<file path="config.mk">
export PLATFORM = sky130hd
export DESIGN_NAME = address_bus_master_arbitration
export DESIGN_NICKNAME = d
export VERILOG_FILES = /design/src/rtl/bus_arb_pkg.sv /design/src/rtl/arb_view_if.sv /design/src/rtl/bus_occupancy_tracker.sv /design/src/rtl/grant_qualifier.sv /design/src/rtl/address_bus_master_arbitration.sv
export SDC_FILE = /design/constraint.sdc
export NUM_CORES = 1
export LEC_CHECK = 0
export ABC_AREA = 1
export BUFFER_PORTS_ARGS = -buffer_cell sky130_fd_sc_hd__buf_2
export CAP_MARGIN = 30
export CORE_UTILIZATION = 55
export CTS_BUF_LIST = sky130_fd_sc_hd__clkbuf_4 sky130_fd_sc_hd__clkbuf_8
export CTS_CLUSTER_DIAMETER = 60
export DETAILED_ROUTE_END_ITERATION = 6
export GPL_TIMING_DRIVEN = 0
export PLACE_DENSITY = 0.83
export SLEW_MARGIN = 20
export SYNTH_ARGS = -nofsm -noshare
export SYNTH_HDL_FRONTEND = slang
export SYNTH_SLANG_ARGS = --single-unit
</file>
<file path="constraint.sdc">
create_clock -name clk -period 3.5 [get_ports clk]
set_clock_uncertainty 0.1 [all_clocks]
set_input_delay 0.35 -clock clk [delete_from_list [all_inputs] [get_ports clk]]
set_output_delay 0.35 -clock clk [all_outputs]
set_load 0.02 [all_outputs]
</file>
<file path="src/rtl/bus_arb_pkg.sv">
// Shared constants and types for the address bus arbitration master.
package bus_arb_pkg;

    // ==========================================================
    // Timing
    // ==========================================================
    // Bus clock period and the least time that busy is driven negated.
    localparam int CLK_PERIOD_NS = 40;
    localparam int BUSY_NEG_MIN_NS = 20;
    // Least time rounds up, and never below one cycle.
    localparam int BUSY_NEG_RAW = (BUSY_NEG_MIN_NS + CLK_PERIOD_NS - 1) / CLK_PERIOD_NS;
    localparam int BUSY_NEG_CYCLES = (BUSY_NEG_RAW < 1) ? 1 : BUSY_NEG_RAW;
    localparam logic [3:0] NEG_CNT_LAST = 4'(BUSY_NEG_CYCLES - 1);

    // ==========================================================
    // Reset values
    // ==========================================================
    localparam logic PIN_NEGATED = 1'b1;
    localparam logic PIN_RELEASED = 1'b0;

    // ==========================================================
    // Master state machine
    // ==========================================================
    typedef enum logic [3:0] {
        ST_IDLE = 4'h1,
        ST_START = 4'h2,
        ST_TENURE = 4'h4,
        ST_RELEASE = 4'h8
    } arb_state_t;

    typedef struct packed {
        arb_state_t st;
        logic [3:0] neg_cnt;
        logic br_n;
        logic br_oe;
        logic abb_n;
        logic abb_oe;
        logic ts_n;
        logic ts_oe;
        logic attr_oe;
        logic dbr;
        logic started;
        logic done;
    } master_t;

    typedef struct packed {
        logic open;
        logic address_acknowledge_prev;
    } tracker_t;

    typedef struct packed {
        logic qual_prev;
    } qualifier_t;

endpackage : bus_arb_pkg

</file>
<file path="src/rtl/arb_view_if.sv">
// Bus occupancy and grant view shared between the arbitration modules.
interface arb_view_if;
    logic bus_busy;
    logic tenure_open;
    logic retry_hit;
    logic grant_ok;

    modport tracker (output bus_busy, output tenure_open, output retry_hit);
    modport qualifier (input bus_busy, input tenure_open, input retry_hit, output grant_ok);
    modport master (input bus_busy, input tenure_open, input retry_hit, input grant_ok);
endinterface : arb_view_if

</file>
<file path="src/rtl/bus_occupancy_tracker.sv">
// Tracks address bus occupancy from snooped transfer start and acknowledge.
module bus_occupancy_tracker
    import bus_arb_pkg::*;
(
    input wire logic clk,
    input wire logic resetn,
    input wire logic transfer_start_in_n,
    input wire logic address_bus_busy_in_n,
    input wire logic address_acknowledge_n,
    input wire logic address_retry_n,
    arb_view_if.tracker av
);

    tracker_t r;
    tracker_t next_r;

    // ==========================================================
    // Occupancy state
    // ==========================================================
    // A start opens the tenure window, the acknowledge closes it.
    always_comb
    begin
        next_r = r;
        next_r.address_acknowledge_prev = ~address_acknowledge_n;
        if (!transfer_start_in_n)
        begin
            next_r.open = 1'b1;
        end
        else if (!address_acknowledge_n)
        begin
            next_r.open = 1'b0;
        end
    end

    always_ff @(posedge clk)
    begin
        if (!resetn)
        begin
            r <= '0;
        end
        else
        begin
            r <= next_r;
        end
    end

    // The start cycle itself already counts as occupied.
    assign av.tenure_open = r.open | ~transfer_start_in_n;
    assign av.bus_busy = ~address_bus_busy_in_n | av.tenure_open;
    // Retry only counts in the cycle after an acknowledge.
    assign av.retry_hit = r.address_acknowledge_prev & ~address_retry_n;

    a_track_open_start: assert property (@(posedge clk) disable iff (!resetn)
        !transfer_start_in_n |=> av.tenure_open)
        else $error("Tenure window not opened by transfer start.");

endmodule : bus_occupancy_tracker

</file>
<file path="src/rtl/grant_qualifier.sv">
// Decides whether a grant is qualified this cycle or carried from the last.
module grant_qualifier
    import bus_arb_pkg::*;
(
    input wire logic clk,
    input wire logic resetn,
    input wire logic bus_grant_in_n,
    arb_view_if.qualifier av
);

    qualifier_t r;
    qualifier_t next_r;
    logic bus_free;
    logic qualified;

    // ==========================================================
    // Qualification
    // ==========================================================
    // Free means no busy, no open tenure and no retry after acknowledge.
    always_comb
    begin
        bus_free = ~av.bus_busy & ~av.tenure_open & ~av.retry_hit;
        qualified = ~bus_grant_in_n & bus_free;
        next_r.qual_prev = qualified;
    end

    always_ff @(posedge clk)
    begin
        if (!resetn)
        begin
            r <= '0;
        end
        else
        begin
            r <= next_r;
        end
    end

    // A grant negated now still counts if it qualified last cycle and the bus is still free.
    assign av.grant_ok = qualified | (r.qual_prev & bus_free);

    a_qual_needs_free: assert property (@(posedge clk) disable iff (!resetn)
        av.retry_hit |-> !av.grant_ok)
        else $error("Grant accepted during a qualified retry.");

endmodule : grant_qualifier

</file>
<file path="src/rtl/address_bus_master_arbitration.sv">
// Address bus master: request, grant acceptance, busy and transfer start.
module address_bus_master_arbitration
    import bus_arb_pkg::*;
(
    input wire logic clk,
    input wire logic resetn,
    input wire logic checkstop,
    input wire logic txn_pending,
    input wire logic txn_cancel,
    input wire logic txn_has_data,
    input wire logic zero_block_pulse,
    input wire logic touch_hit_pulse,
    input wire logic own_retry_copyback,
    input wire logic bus_grant_in_n,
    input wire logic address_bus_busy_in_n,
    input wire logic transfer_start_in_n,
    input wire logic address_acknowledge_n,
    input wire logic address_retry_n,
    output logic bus_request_out_n,
    output logic bus_request_out_oe,
    output logic address_bus_busy_out_n,
    output logic address_bus_busy_oe,
    output logic transfer_start_out_n,
    output logic transfer_start_oe,
    output logic attribute_drive_en,
    output logic data_bus_request,
    output logic txn_started,
    output logic tenure_done
);

    arb_view_if av ();

    master_t r;
    master_t next_r;
    logic pending;
    logic take;
    logic parked_idle;
    logic retry_block;
    logic want_br;

    // ==========================================================
    // Helpers
    // ==========================================================
    // Occupancy is tracked from snooped pins, not only from busy.
    bus_occupancy_tracker u_tracker (
        .clk(clk),
        .resetn(resetn),
        .transfer_start_in_n(transfer_start_in_n),
        .address_bus_busy_in_n(address_bus_busy_in_n),
        .address_acknowledge_n(address_acknowledge_n),
        .address_retry_n(address_retry_n),
        .av(av.tracker)
    );

    grant_qualifier u_qual (
        .clk(clk),
        .resetn(resetn),
        .bus_grant_in_n(bus_grant_in_n),
        .av(av.qualifier)
    );

    // ==========================================================
    // Request conditions
    // ==========================================================
    // A cancel in the grant cycle wins over the grant, so no tenure starts.
    always_comb
    begin
        pending = txn_pending & ~txn_cancel;
        take = pending & av.grant_ok;
        parked_idle = ~bus_grant_in_n & ~av.bus_busy;
        retry_block = av.retry_hit & ~own_retry_copyback;
        want_br = (pending & ~parked_idle & ~retry_block)
            | zero_block_pulse | touch_hit_pulse;
    end

    // ==========================================================
    // Master state machine
    // ==========================================================
    // All pin values are computed here one cycle ahead so that every
    // output leaves a flip-flop; the cost is that request follows its
    // causes by one cycle, which the bus timing already expects.
    always_comb
    begin
        next_r = r;
        next_r.started = 1'b0;
        next_r.dbr = 1'b0;
        next_r.done = 1'b0;
        next_r.br_n = ~want_br;
        next_r.br_oe = ~checkstop;
        unique case (r.st)
            ST_IDLE:
            begin
                if (take)
                begin
                    next_r.st = ST_START;
                end
            end
            ST_START, ST_TENURE:
            begin
                // Grant is not looked at while the tenure runs.
                next_r.ts_n = PIN_NEGATED;
                next_r.st = ST_TENURE;
                if (!address_acknowledge_n)
                begin
                    next_r.st = ST_RELEASE;
                    next_r.abb_n = PIN_NEGATED;
                    next_r.ts_oe = PIN_RELEASED;
                    next_r.attr_oe = 1'b0;
                    next_r.done = 1'b1;
                    next_r.neg_cnt = NEG_CNT_LAST;
                end
            end
            ST_RELEASE:
            begin
                if (r.neg_cnt != 4'h0)
                begin
                    next_r.neg_cnt = r.neg_cnt - 4'h1;
                end
                else if (take)
                begin
                    // Tenure completes: the next transaction may go.
                    next_r.st = ST_START;
                end
                else
                begin
                    next_r.st = ST_IDLE;
                    next_r.abb_oe = PIN_RELEASED;
                end
            end
            default:
            begin
                next_r.st = ST_IDLE;
            end
        endcase
        if (next_r.st == ST_START)
        begin
            // Start pulse with busy, attributes and request dropped.
            next_r.ts_n = 1'b0;
            next_r.ts_oe = 1'b1;
            next_r.abb_n = 1'b0;
            next_r.abb_oe = 1'b1;
            next_r.attr_oe = 1'b1;
            next_r.br_n = PIN_NEGATED;
            next_r.dbr = txn_has_data;
            next_r.started = 1'b1;
        end
    end

    always_ff @(posedge clk)
    begin
        if (!resetn)
        begin
            r.st <= ST_IDLE;
            r.neg_cnt <= 4'h0;
            r.br_n <= PIN_NEGATED;
            r.br_oe <= PIN_RELEASED;
            r.abb_n <= PIN_NEGATED;
            r.abb_oe <= PIN_RELEASED;
            r.ts_n <= PIN_NEGATED;
            r.ts_oe <= PIN_RELEASED;
            r.attr_oe <= 1'b0;
            r.dbr <= 1'b0;
            r.started <= 1'b0;
            r.done <= 1'b0;
        end
        else
        begin
            r <= next_r;
        end
    end

    // ==========================================================
    // Outputs
    // ==========================================================
    assign bus_request_out_n = r.br_n;
    assign bus_request_out_oe = r.br_oe;
    assign address_bus_busy_out_n = r.abb_n;
    assign address_bus_busy_oe = r.abb_oe;
    assign transfer_start_out_n = r.ts_n;
    assign transfer_start_oe = r.ts_oe;
    assign attribute_drive_en = r.attr_oe;
    assign data_bus_request = r.dbr;
    assign txn_started = r.started;
    assign tenure_done = r.done;

    // ==========================================================
    // Checks
    // ==========================================================
    a_ts_one_cycle: assert property (@(posedge clk) disable iff (!resetn)
        (!transfer_start_out_n && transfer_start_oe) |=> transfer_start_out_n)
        else $error("Transfer start held longer than one cycle.");

    a_br_off_start: assert property (@(posedge clk) disable iff (!resetn)
        !transfer_start_out_n |-> bus_request_out_n)
        else $error("Request asserted in the start cycle.");

    a_br_float_stop: assert property (@(posedge clk) disable iff (!resetn)
        checkstop |=> !bus_request_out_oe)
        else $error("Request driven during checkstop.");

    a_abb_after_take: assert property (@(posedge clk) disable iff (!resetn)
        (r.st == ST_IDLE && take) |=> (!address_bus_busy_out_n && address_bus_busy_oe
            && !transfer_start_out_n && attribute_drive_en))
        else $error("Busy or start missing after accepted grant.");

    a_abb_hold_tenure: assert property (@(posedge clk) disable iff (!resetn)
        (!address_bus_busy_out_n && address_acknowledge_n) |=> !address_bus_busy_out_n)
        else $error("Busy dropped before acknowledge.");

    a_abb_neg_release: assert property (@(posedge clk) disable iff (!resetn)
        (!address_acknowledge_n && !address_bus_busy_out_n)
            |=> (address_bus_busy_out_n && address_bus_busy_oe && tenure_done))
        else $error("Busy not driven negated after acknowledge.");

    a_ts_release: assert property (@(posedge clk) disable iff (!resetn)
        (!address_acknowledge_n && transfer_start_oe) |=> !transfer_start_oe)
        else $error("Transfer start not released after acknowledge.");

    a_retry_drops_br: assert property (@(posedge clk) disable iff (!resetn)
        (av.retry_hit && !own_retry_copyback && !zero_block_pulse && !touch_hit_pulse)
            |=> bus_request_out_n)
        else $error("Request kept after a qualified retry.");

    a_cancel_no_take: assert property (@(posedge clk) disable iff (!resetn)
        (txn_cancel && r.st == ST_IDLE) |=> transfer_start_out_n)
        else $error("Bus taken by a cancelled transaction.");

    a_parked_no_br: assert property (@(posedge clk) disable iff (!resetn)
        (parked_idle && !zero_block_pulse && !touch_hit_pulse) |=> bus_request_out_n)
        else $error("Request asserted while parked on an idle bus.");

    a_pulse_br: assert property (@(posedge clk) disable iff (!resetn)
        ((zero_block_pulse || touch_hit_pulse) && !take) |=> !bus_request_out_n)
        else $error("Request pulse missing for zero-block or touch hit.");

    a_data_request: assert property (@(posedge clk) disable iff (!resetn)
        txn_started |-> (data_bus_request == $past(txn_has_data)))
        else $error("Data bus request does not follow the transfer kind.");

    a_dbr_only_start: assert property (@(posedge clk) disable iff (!resetn)
        data_bus_request |-> txn_started)
        else $error("Data bus request outside a start cycle.");

    a_busy_with_start: assert property (@(posedge clk) disable iff (!resetn)
        txn_started |-> (!address_bus_busy_out_n && address_bus_busy_oe))
        else $error("Busy not asserted together with the start.");

    a_br_cancel_drop: assert property (@(posedge clk) disable iff (!resetn)
        (txn_cancel && !zero_block_pulse && !touch_hit_pulse) |=> bus_request_out_n)
        else $error("Request kept for a cancelled transaction.");

    a_br_when_pending: assert property (@(posedge clk) disable iff (!resetn)
        (txn_pending && !txn_cancel && bus_grant_in_n && !av.retry_hit && !take)
            |=> !bus_request_out_n)
        else $error("Request missing while a transaction waits.");

    // Grant-path checks: the first watches the snooped start, so none of ours
    // can start in the cycle right after a foreign start.
    a_start_blocks_take: assert property (@(posedge clk) disable iff (!resetn)
        (r.st == ST_IDLE && !transfer_start_in_n) |=> transfer_start_out_n)
        else $error("Grant accepted in the cycle of a bus start.");

    a_tenure_no_regrant: assert property (@(posedge clk) disable iff (!resetn)
        (r.st == ST_TENURE) |=> (r.st != ST_START))
        else $error("Grant evaluated again before the tenure completed.");

    a_parked_take: assert property (@(posedge clk) disable iff (!resetn)
        (r.st == ST_IDLE && !bus_grant_in_n && txn_pending && !txn_cancel
            && !av.bus_busy && !av.retry_hit) |=> (txn_started && bus_request_out_n))
        else $error("Parked master did not take the idle bus.");

    a_carried_grant: assert property (@(posedge clk) disable iff (!resetn)
        (r.st == ST_IDLE && txn_pending && !txn_cancel && bus_grant_in_n && $past(resetn)
            && !$past(bus_grant_in_n) && !$past(av.bus_busy) && !$past(av.retry_hit)
            && !av.bus_busy && !av.retry_hit) |=> txn_started)
        else $error("Grant qualified last cycle was not used.");

    a_attr_with_start: assert property (@(posedge clk) disable iff (!resetn)
        !transfer_start_out_n |-> (attribute_drive_en && transfer_start_oe))
        else $error("Attributes not valid while start is asserted.");

    a_busy_oe_release: assert property (@(posedge clk) disable iff (!resetn)
        tenure_done |=> (!address_bus_busy_oe || txn_started))
        else $error("Busy not released after its negated cycle.");

endmodule : address_bus_master_arbitration

</file>
==> results of run 1 <==
==> cells by family (layout without fill, tap and decap cells) <==
kind of cell | count (synthesis) | after routing | share of synthesized area, %
buf+inv | 23 | 49 | 10.85
simple gates | 68 | 68 | 36.61
xor+xnor | 1 | 1 | 1.013
fa+ha+maj | 1 | 1 | 1.447
compound gates | 6 | 6 | 3.763
flops | 20 | 20 | 46.31
==> sequential cells by signal (all words and copies together), names as in the netlist <==
register	flops
r	8
u_tracker.r	2
address_bus_busy_oe	1
address_bus_busy_out_n	1
bus_request_out_n	1
bus_request_out_oe	1
data_bus_request	1
tenure_done	1
transfer_start_oe	1
transfer_start_out_n	1
txn_started	1
u_qual.r	1
==> cell type report <==
type | count | area [sq um] | share of cell area [%]
sequential | 20 | 400.4 | 38.28
multi-input combinational | 76 | 370.4 | 35.41
timing repair buffer | 22 | 110.1 | 10.53
inverter | 21 | 78.83 | 7.536
clock inverter | 1 | 30.03 | 2.871
clock buffer | 3 | 22.52 | 2.153
tap | 15 | 18.77 | 1.794
buffer | 2 | 15.01 | 1.435
==> layer usage <==
layer,vias up,wire length [microns],global-route usage (%)
li1,413,-,-
met5,-,0,0
met4,0,30,10.97
met2,30,855,39.06
met1,334,727,25.41
met3,4,103,3.043
==> Yosys cell counts <==
master / count
nand3_1: 9
nand2_1: 26
ha_1: 1
dfxtp_1: 20
clkinv_1: 1
nor2_1: 23
nor3_1: 1
nor2_4: 1
a21oi_1: 3
nand4_1: 1
nand2_2: 4
o211ai_1: 1
buf_4: 2
o21ai_0: 2
nand4_2: 1
inv_1: 20
xnor2_1: 1
nand3_2: 1
nand3_4: 1
==> worst max path at each step <==
stage            end  cells after the start  slack, ns  startpoint
2_1_floorplan  r[10]                      8       2.25       r[10]
3_3_place_gp   r[10]                      8       2.17       r[10]
3_5_place_dp   r[10]                      8       2.14       r[10]
4_1_cts        r[10]                      8       2.10       r[10]
5_1_grt        r[10]                      8       1.99       r[10]
6_report       r[10]                      8       2.08       r[10]
==> worst register-to-register path: cells and delay by family, from the launching register on <==
| family | cells | cell delay, ns |
|---|---|---|
| adders and majority gates | 1 | 0.25 |
| buffers and inverters | 2 | 0.16 |
| DFF | 1 | 0.38 |
| and+or+nand+nor | 5 | 0.43 |
==> where the power goes <==
group          switching (mW)  internal (mW)
registers             0.00151          0.232
logic                  0.0169         0.0118
clock network          0.0700          0.116
total                  0.0885          0.359
==> summary.md, run 1 <==
| Metric | Value |
|---|---|
| Status | `finished, final reports clean` |
| Via density per instance | `4.881` |
| CTS tree | `built` |
| Ant. Diodes | `0` |
| Setup Fix Bufs, Post-CTS | `0` |
| CP Data Required Time | `3.60 ns` |
| Drt first pass iters | `5` |
| Crit path kind | `reg -> reg` |
| Pwr dens | `428.1 mW/mm^2` |
| I/O pin cnt | `24` |
| RePlAce Congestion | `0.7534` |
| Slowest cell on the critical path | `dfxtp_1` |
| Share of the synthesized area in the top cell type | `46.31%` |
| Worst reg2reg endpoint | `r[10]` |
| Most frequent cells in the layout | `26 x nand2_1, 23 x nor2_1, 22 x buf_2` |
| Leakage Power | `0.5476 nW` |
| Initial Util | `62.53%` |
| Routed wire length | `1716 microns` |
| Design Area, Final | `0.001046 sq mm` |
| Share of cells above drive strength 1 | `24.83%` |
| Max stage delay on crit path | `0.38 ns` |
| Post-synthesis sequential area ratio | `46.31%` |
| Arrival time at the worst endpoint | `1.52 ns` |
| Area contributors post-synth | `dfxtp_1 46%, nand2_1 11%, nor2_1 10%` |
| GR Overflow Total | `0` |
| Vias | `781` |
| Die Wd | `41.65 microns` |
| CP Cell Sequence | `inv_1, ha_1, nand2_1, nand2_2, nand2_2, inv_1, nor2_1, nor2_1` |
| Detailed Route Iter0 Violations | `18` |
| Pre-CTS WS | `2.141 ns` |
| Hold_buf cts | `0` |
| Port bufs | `22` |
| Hold path depth | `2` |
| Die Y | `41.65 microns` |
| Startpoint type of the worst setup path | `flip-flop` |
| Warnings from Yosys | `0` |
| Peak VDD IR | `0.0002996 V` |
| Largest net degree at the start of global routing | `13` |
| Worst-margin pin slew | `0.2669 ns` |
| Setup violations, final | `0` |
| Synthesized cell area | `864.6 sq um` |
| Worst-path clk slew | `0.11 ns` |
| Setup TNS | `0 ns` |
| Commonest non-fill, non-tap cell in the layout | `nand2_1` |
| Worst-Skew Late Latency | `0.29 ns` |
| Period utilization | `40.48%` |
| Dpl cell area | `993.5 sq um` |
| Post-synth top area cell | `dfxtp_1` |
| Root Buffer | `clkbuf_4` |
| Tot Pwr | `447.8 uW` |
| CP delay by family, top | `simple AND/OR/NAND/NOR gates` |
| Tightest hold margin | `0.1135 ns` |
| CP bufs+invs | `2` |
| Clk buf depth | `2` |
| Worst Reg-to-Reg Cells | `8` |
| Min-Delay Path Class | `in -> reg` |
| Avg Cell Area, Syn | `7.265 sq um` |
| First-pass GRT wire length | `2946 microns` |
| Post-Layout Cell Count | `160` |
| Final worst path period need | `1.417 ns` |
| Crit Path Max Fanout | `6` |
| Max H-tree Level | `1` |
| Hold Startpoint | `checkstop` |
| Slew margin rel. | `82.10%` |
| Total CTS buffers | `3` |
| Syn_nets | `134` |
| Drt wl/cell | `10.73 microns` |
| Final core occ | `75.66%` |
| CTS Sinks | `20` |
| Initial antenna violation count | `0` |
| Remaining antenna violation count after routing | `0` |
| Layout Nets | `161` |
| Final max-slew violation count | `0` |
| Die area | `0.001734 sq mm` |
| Fillers | `106` |
| PnR worst setup slack | `2.083 ns` |
| Highest Clock Rate | `705.8 MHz` |
| Synth Register Bits | `20` |
| Core area | `0.001383 sq mm` |
| R2R Setup Slk | `2.08 ns` |
| Synth cell types | `19` |
| Final HPWL DP | `1237 microns` |
| Worst reg2reg path startpoint | `r[10]` |
| Min-Delay Endpoint | `bus_request_out_oe` |
| RSZ-0062 raised after global routing | `false` |
| Mapped Cells | `119` |
| Vias in the first global route | `758` |
| Final Hold Fails | `0` |
| Cells after DPL | `156` |
| CTS resizes | `0` |
| Remaining DRCs | `0` |
| Max-cap violation count | `0` |
| Global Route Usage Sum | `21.97%` |
| # rows | `13` |
| CP Capture Type | `flip-flop` |
| Area grow syn2layout | `20.98%` |
No activity file was read; power rests on OpenSTA's default activity.
==> run 2: changes to the inputs <==
ABC_AREA = 0   (was 1)
CORE_UTILIZATION = 47   (was 55)
PLACE_DENSITY = 0.76   (was 0.83)
clock period = 1.29 ns   (was 3.5 ns; I/O delays follow)
==> run 2 against run 1 <==
Against the previous run:
- the run now ends with negative setup slack left
- global-route usage grew 1.2 points
- worst setup slack got worse by 2.6 ns
- first-iteration DRC count increased by 33%
- register-to-register slack got worse by 2.6 ns
- largest power group unchanged
==> summary.md, run 2 <==
| Metric | Value |
|---|---|
| RSZ-0062 raised after global routing | `true (was false)` |
| Final worst path period need | `1.825 ns (was 1.417 ns)` |
| Drt wl/cell | `13.18 microns (was 10.73 microns)` |
| Startpoint type of the worst setup path | `flip-flop (unchanged)` |
| Dpl cell area | `0.001015 sq mm (was 993.5 sq um)` |
| Peak VDD IR | `0.0005537 V (was 0.0002996 V)` |
| FFs w/ async S/R, synth | `0% (unchanged)` |
| Slew margin rel. | `54.31% (was 82.10%)` |
| EDFF count, synth | `0 (unchanged)` |
| Setup TNS | `-5.185 ns (was 0 ns)` |
| Multi-input combinational cell area | `470.5 sq um (was 370.4 sq um)` |
| Via density per instance | `5.185 (was 4.881)` |
| Worst-path clk slew | `0.11 ns (about the same)` |
| Slowest cell on the critical path | `or4b_4 (was dfxtp_1)` |
| Period utilization | `141.5% (was 40.48%)` |
| GR Overflow Total | `0 (unchanged)` |
| Ant. Diodes | `0 (unchanged)` |
| Highest Clock Rate | `547.9 MHz (was 705.8 MHz)` |
| Synth Flop Type | `dfxtp_1 (unchanged)` |
| Synthesized cell area | `843.3 sq um (was 864.6 sq um)` |
| Crit path kind | `reg -> reg (unchanged)` |
| Final Hold Fails | `0 (unchanged)` |
| First-pass GRT wire length | `3291 microns (was 2946 microns)` |
| Max-cap violation count | `0 (unchanged)` |
| Drt first pass iters | `4 (was 5)` |
| Die area | `0.001968 sq mm (was 0.001734 sq mm)` |
| Die Wd | `44.36 microns (was 41.65 microns)` |
| R2R Setup Slk | `-0.54 ns (was 2.08 ns)` |
| Avg Cell Area, Syn | `9.583 sq um (was 7.265 sq um)` |
| Cells after DPL | `135 (was 156)` |
| FF+latch area | `410.4 sq um (was 400.4 sq um)` |
| Synth cell types | `36 (was 19)` |
| Crit Path Max Fanout | `5 (was 6)` |
| Top flop regs | `r (8), u_tracker.r (2) (unchanged)` |
| Most frequent cells in the layout | `23 x buf_2, 14 x dfxtp_1, 7 x buf_4 (was 26 x nand2_1, 23 x nor2_1, 22 x buf_2)` |
| Port bufs | `23 (was 22)` |
| Most frequent cell after synthesis | `dfxtp_1 (was nand2_1)` |
| Warnings from Yosys | `0 (unchanged)` |
| Detailed Route Iter0 Violations | `24 (was 18)` |
| Share of cells above drive strength 1 | `42.52% (was 24.83%)` |
| Post-synth top area cell | `dfxtp_1 (unchanged)` |
| Max H-tree Level | `1 (unchanged)` |
| CP Cell Sequence | `or4b_4, a2bb2oi_4, or4b_1, nand2_1 (was inv_1, ha_1, nand2_1, nand2_2, nand2_2, inv_1, nor2_1, nor2_1)` |
| Core area | `0.001594 sq mm (was 0.001383 sq mm)` |
| Pwr dens | `899.3 mW/mm^2 (was 428.1 mW/mm^2)` |
| CTS tree | `built (unchanged)` |
| Min-Delay Path Class | `in -> reg (unchanged)` |
| CP Capture Type | `flip-flop (unchanged)` |
| Total CTS buffers | `3 (unchanged)` |
| Status | `finished, violations left (was finished, final reports clean)` |
| Largest net degree at the start of global routing | `12 (was 13)` |
| Pre-CTS WS | `-0.5539 ns (was 2.141 ns)` |
| Tightest hold margin | `0.01393 ns (was 0.1135 ns)` |
| I/O pin cnt | `24 (unchanged)` |
| Worst-Skew Late Latency | `0.29 ns (about the same)` |
| Fillers | `118 (was 106)` |
| Mapped Cells | `88 (was 119)` |
| Area contributors post-synth | `dfxtp_1 47%, o21ai_0 3.6%, inv_1 3.6% (was dfxtp_1 46%, nand2_1 11%, nor2_1 10%)` |
| Layout Nets | `143 (was 161)` |
| Synth Register Bits | `20 (unchanged)` |
| Vias in the first global route | `723 (was 758)` |
| Final max-slew violation count | `0 (unchanged)` |
| RePlAce Congestion | `0.7273 (was 0.7534)` |
| Largest register FFs | `8 (unchanged)` |
| CP Data Required Time | `1.43 ns (was 3.60 ns)` |
| Remaining antenna violation count after routing | `0 (unchanged)` |
| Final HPWL DP | `1185 microns (was 1237 microns)` |
| Remaining DRCs | `0 (unchanged)` |
| Root Buffer | `clkbuf_4 (unchanged)` |
| Vias | `783 (was 781)` |
| Post-Layout Cell Count | `151 (was 160)` |
| Global Route Usage Sum | `23.13% (was 21.97%)` |
| Most frequent cells after synthesis | `20 x dfxtp_1, 8 x inv_1, 6 x nand2_1, 6 x o21ai_0 (was 26 x nand2_1, 23 x nor2_1, 20 x dfxtp_1, 20 x inv_1, 9 x nand3_1)` |
| Initial antenna violation count | `0 (unchanged)` |
| Design Area, Final | `0.001210 sq mm (was 0.001046 sq mm)` |
| Commonest non-fill, non-tap cell in the layout | `buf_2 (was nand2_1)` |
| Register with the most flip-flops | `r (unchanged)` |
| PnR worst setup slack | `-0.5351 ns (was 2.083 ns)` |
| Syn_nets | `103 (was 134)` |
| CP delay by family, top | `simple AND/OR/NAND/NOR gates (unchanged)` |
| Max stage delay on crit path | `0.56 ns (was 0.38 ns)` |
| Failing checks | `negative setup slack` |
| Post-synthesis sequential area ratio | `47.48% (was 46.31%)` |
| Routed wire length | `1990 microns (was 1716 microns)` |
| Area grow syn2layout | `43.47% (was 20.98%)` |
| Leakage Power | `0.5715 nW (was 0.5476 nW)` |
| Die Y | `44.36 microns (was 41.65 microns)` |
| Setup violations, final | `14 (was 0)` |
| Arrival time at the worst endpoint | `1.97 ns (was 1.52 ns)` |
| CP bufs+invs | `0 (was 2)` |
| Worst-margin pin slew | `0.6782 ns (was 0.2669 ns)` |
| CTS Sinks | `20 (unchanged)` |
| # rows | `14 (was 13)` |
| Initial Util | `52.90% (was 62.53%)` |
| Share of the synthesized area in the top cell type | `47.48% (was 46.31%)` |
| Clk buf depth | `2 (unchanged)` |
[run 2: changes by cell type after synthesis, sizes merged, moves of 3 or more]
cell,previous run,this run
a21boi,0,3
nor2b,0,4
nand3,11,2
inv,20,8
nand2,30,6
o21ai,2,6
nor2,24,4
[run 2: path summary, 6_finish.rpt]
path	start	endpoint	cells past startpoint
setup / recovery	r[16]	r[12]	4
hold / removal	address_acknowledge_n	u_tracker.r[1]	3
setup reg to reg	r[16]	r[12]	4
hold reg to reg	address_bus_busy_out_n	address_bus_busy_out_n	2
[run 2: worst reg2reg max path: stages (launching register included)]
cell and delay [ns]:
dfxtp_2 0.36, or4b_4 0.56, a2bb2oi_4 0.18, or4b_1 0.49, nand2_1 0.08
[run 2: repair_timing]
item                                    CTS  global route
setup buffers                             6             1
gates resized for setup                   9             6
endpoints found under the setup margin   14            15
hold endpoints to repair                  6             0
pin swaps                                 2             7
hold buffers                              5             0
[run 2: area by class of cell]
cell class,count,share of cell area [%]
Inverter,8,2.482
Timing Repair Buffer,35,18.30
Clock buffer,4,2.999
Sequential cell,20,33.92
Tap cell,24,2.482
Multi-Input combinational cell,58,38.88
Buffer,2,0.9307
[run 2: metal layers]
metal  vias to the layer above  track usage [%]  share of wire, %
met3                         2            4.082               4.3
met5                         -                0                 0
met1                       366            29.41                45
met2                        31            39.71                50
met4                         0            7.273              0.55
li1                        384                -                 -
[run 2: cells by family after synthesis]
group	share of synthesized area, %
mux	1.187
xor+xnor	1.039
fa+ha+maj	1.483
flops	47.48
buf+inv	4.896
simple gates	23.15
compound gates	20.77
[run 2: stage by stage]
| step | util [%] | power, mW |
|---|---|---|
| finish | 75.90 | 1.088 |
| global route | 75.90 | 1.137 |
| CTS | 73.39 | 1.095 |
| detailed placement | 63.66 | 0.7279 |
| global placement | 63.66 | 0.7259 |
| floorplan | - | 0.6922 |
[run 2: power by group]
part / total (mW) / switching (mW) / internal, mW
sequential: 0.632 / 0.00438 / 0.628
clock: 0.357 / 0.186 / 0.172
combinational: 0.0985 / 0.0501 / 0.0484
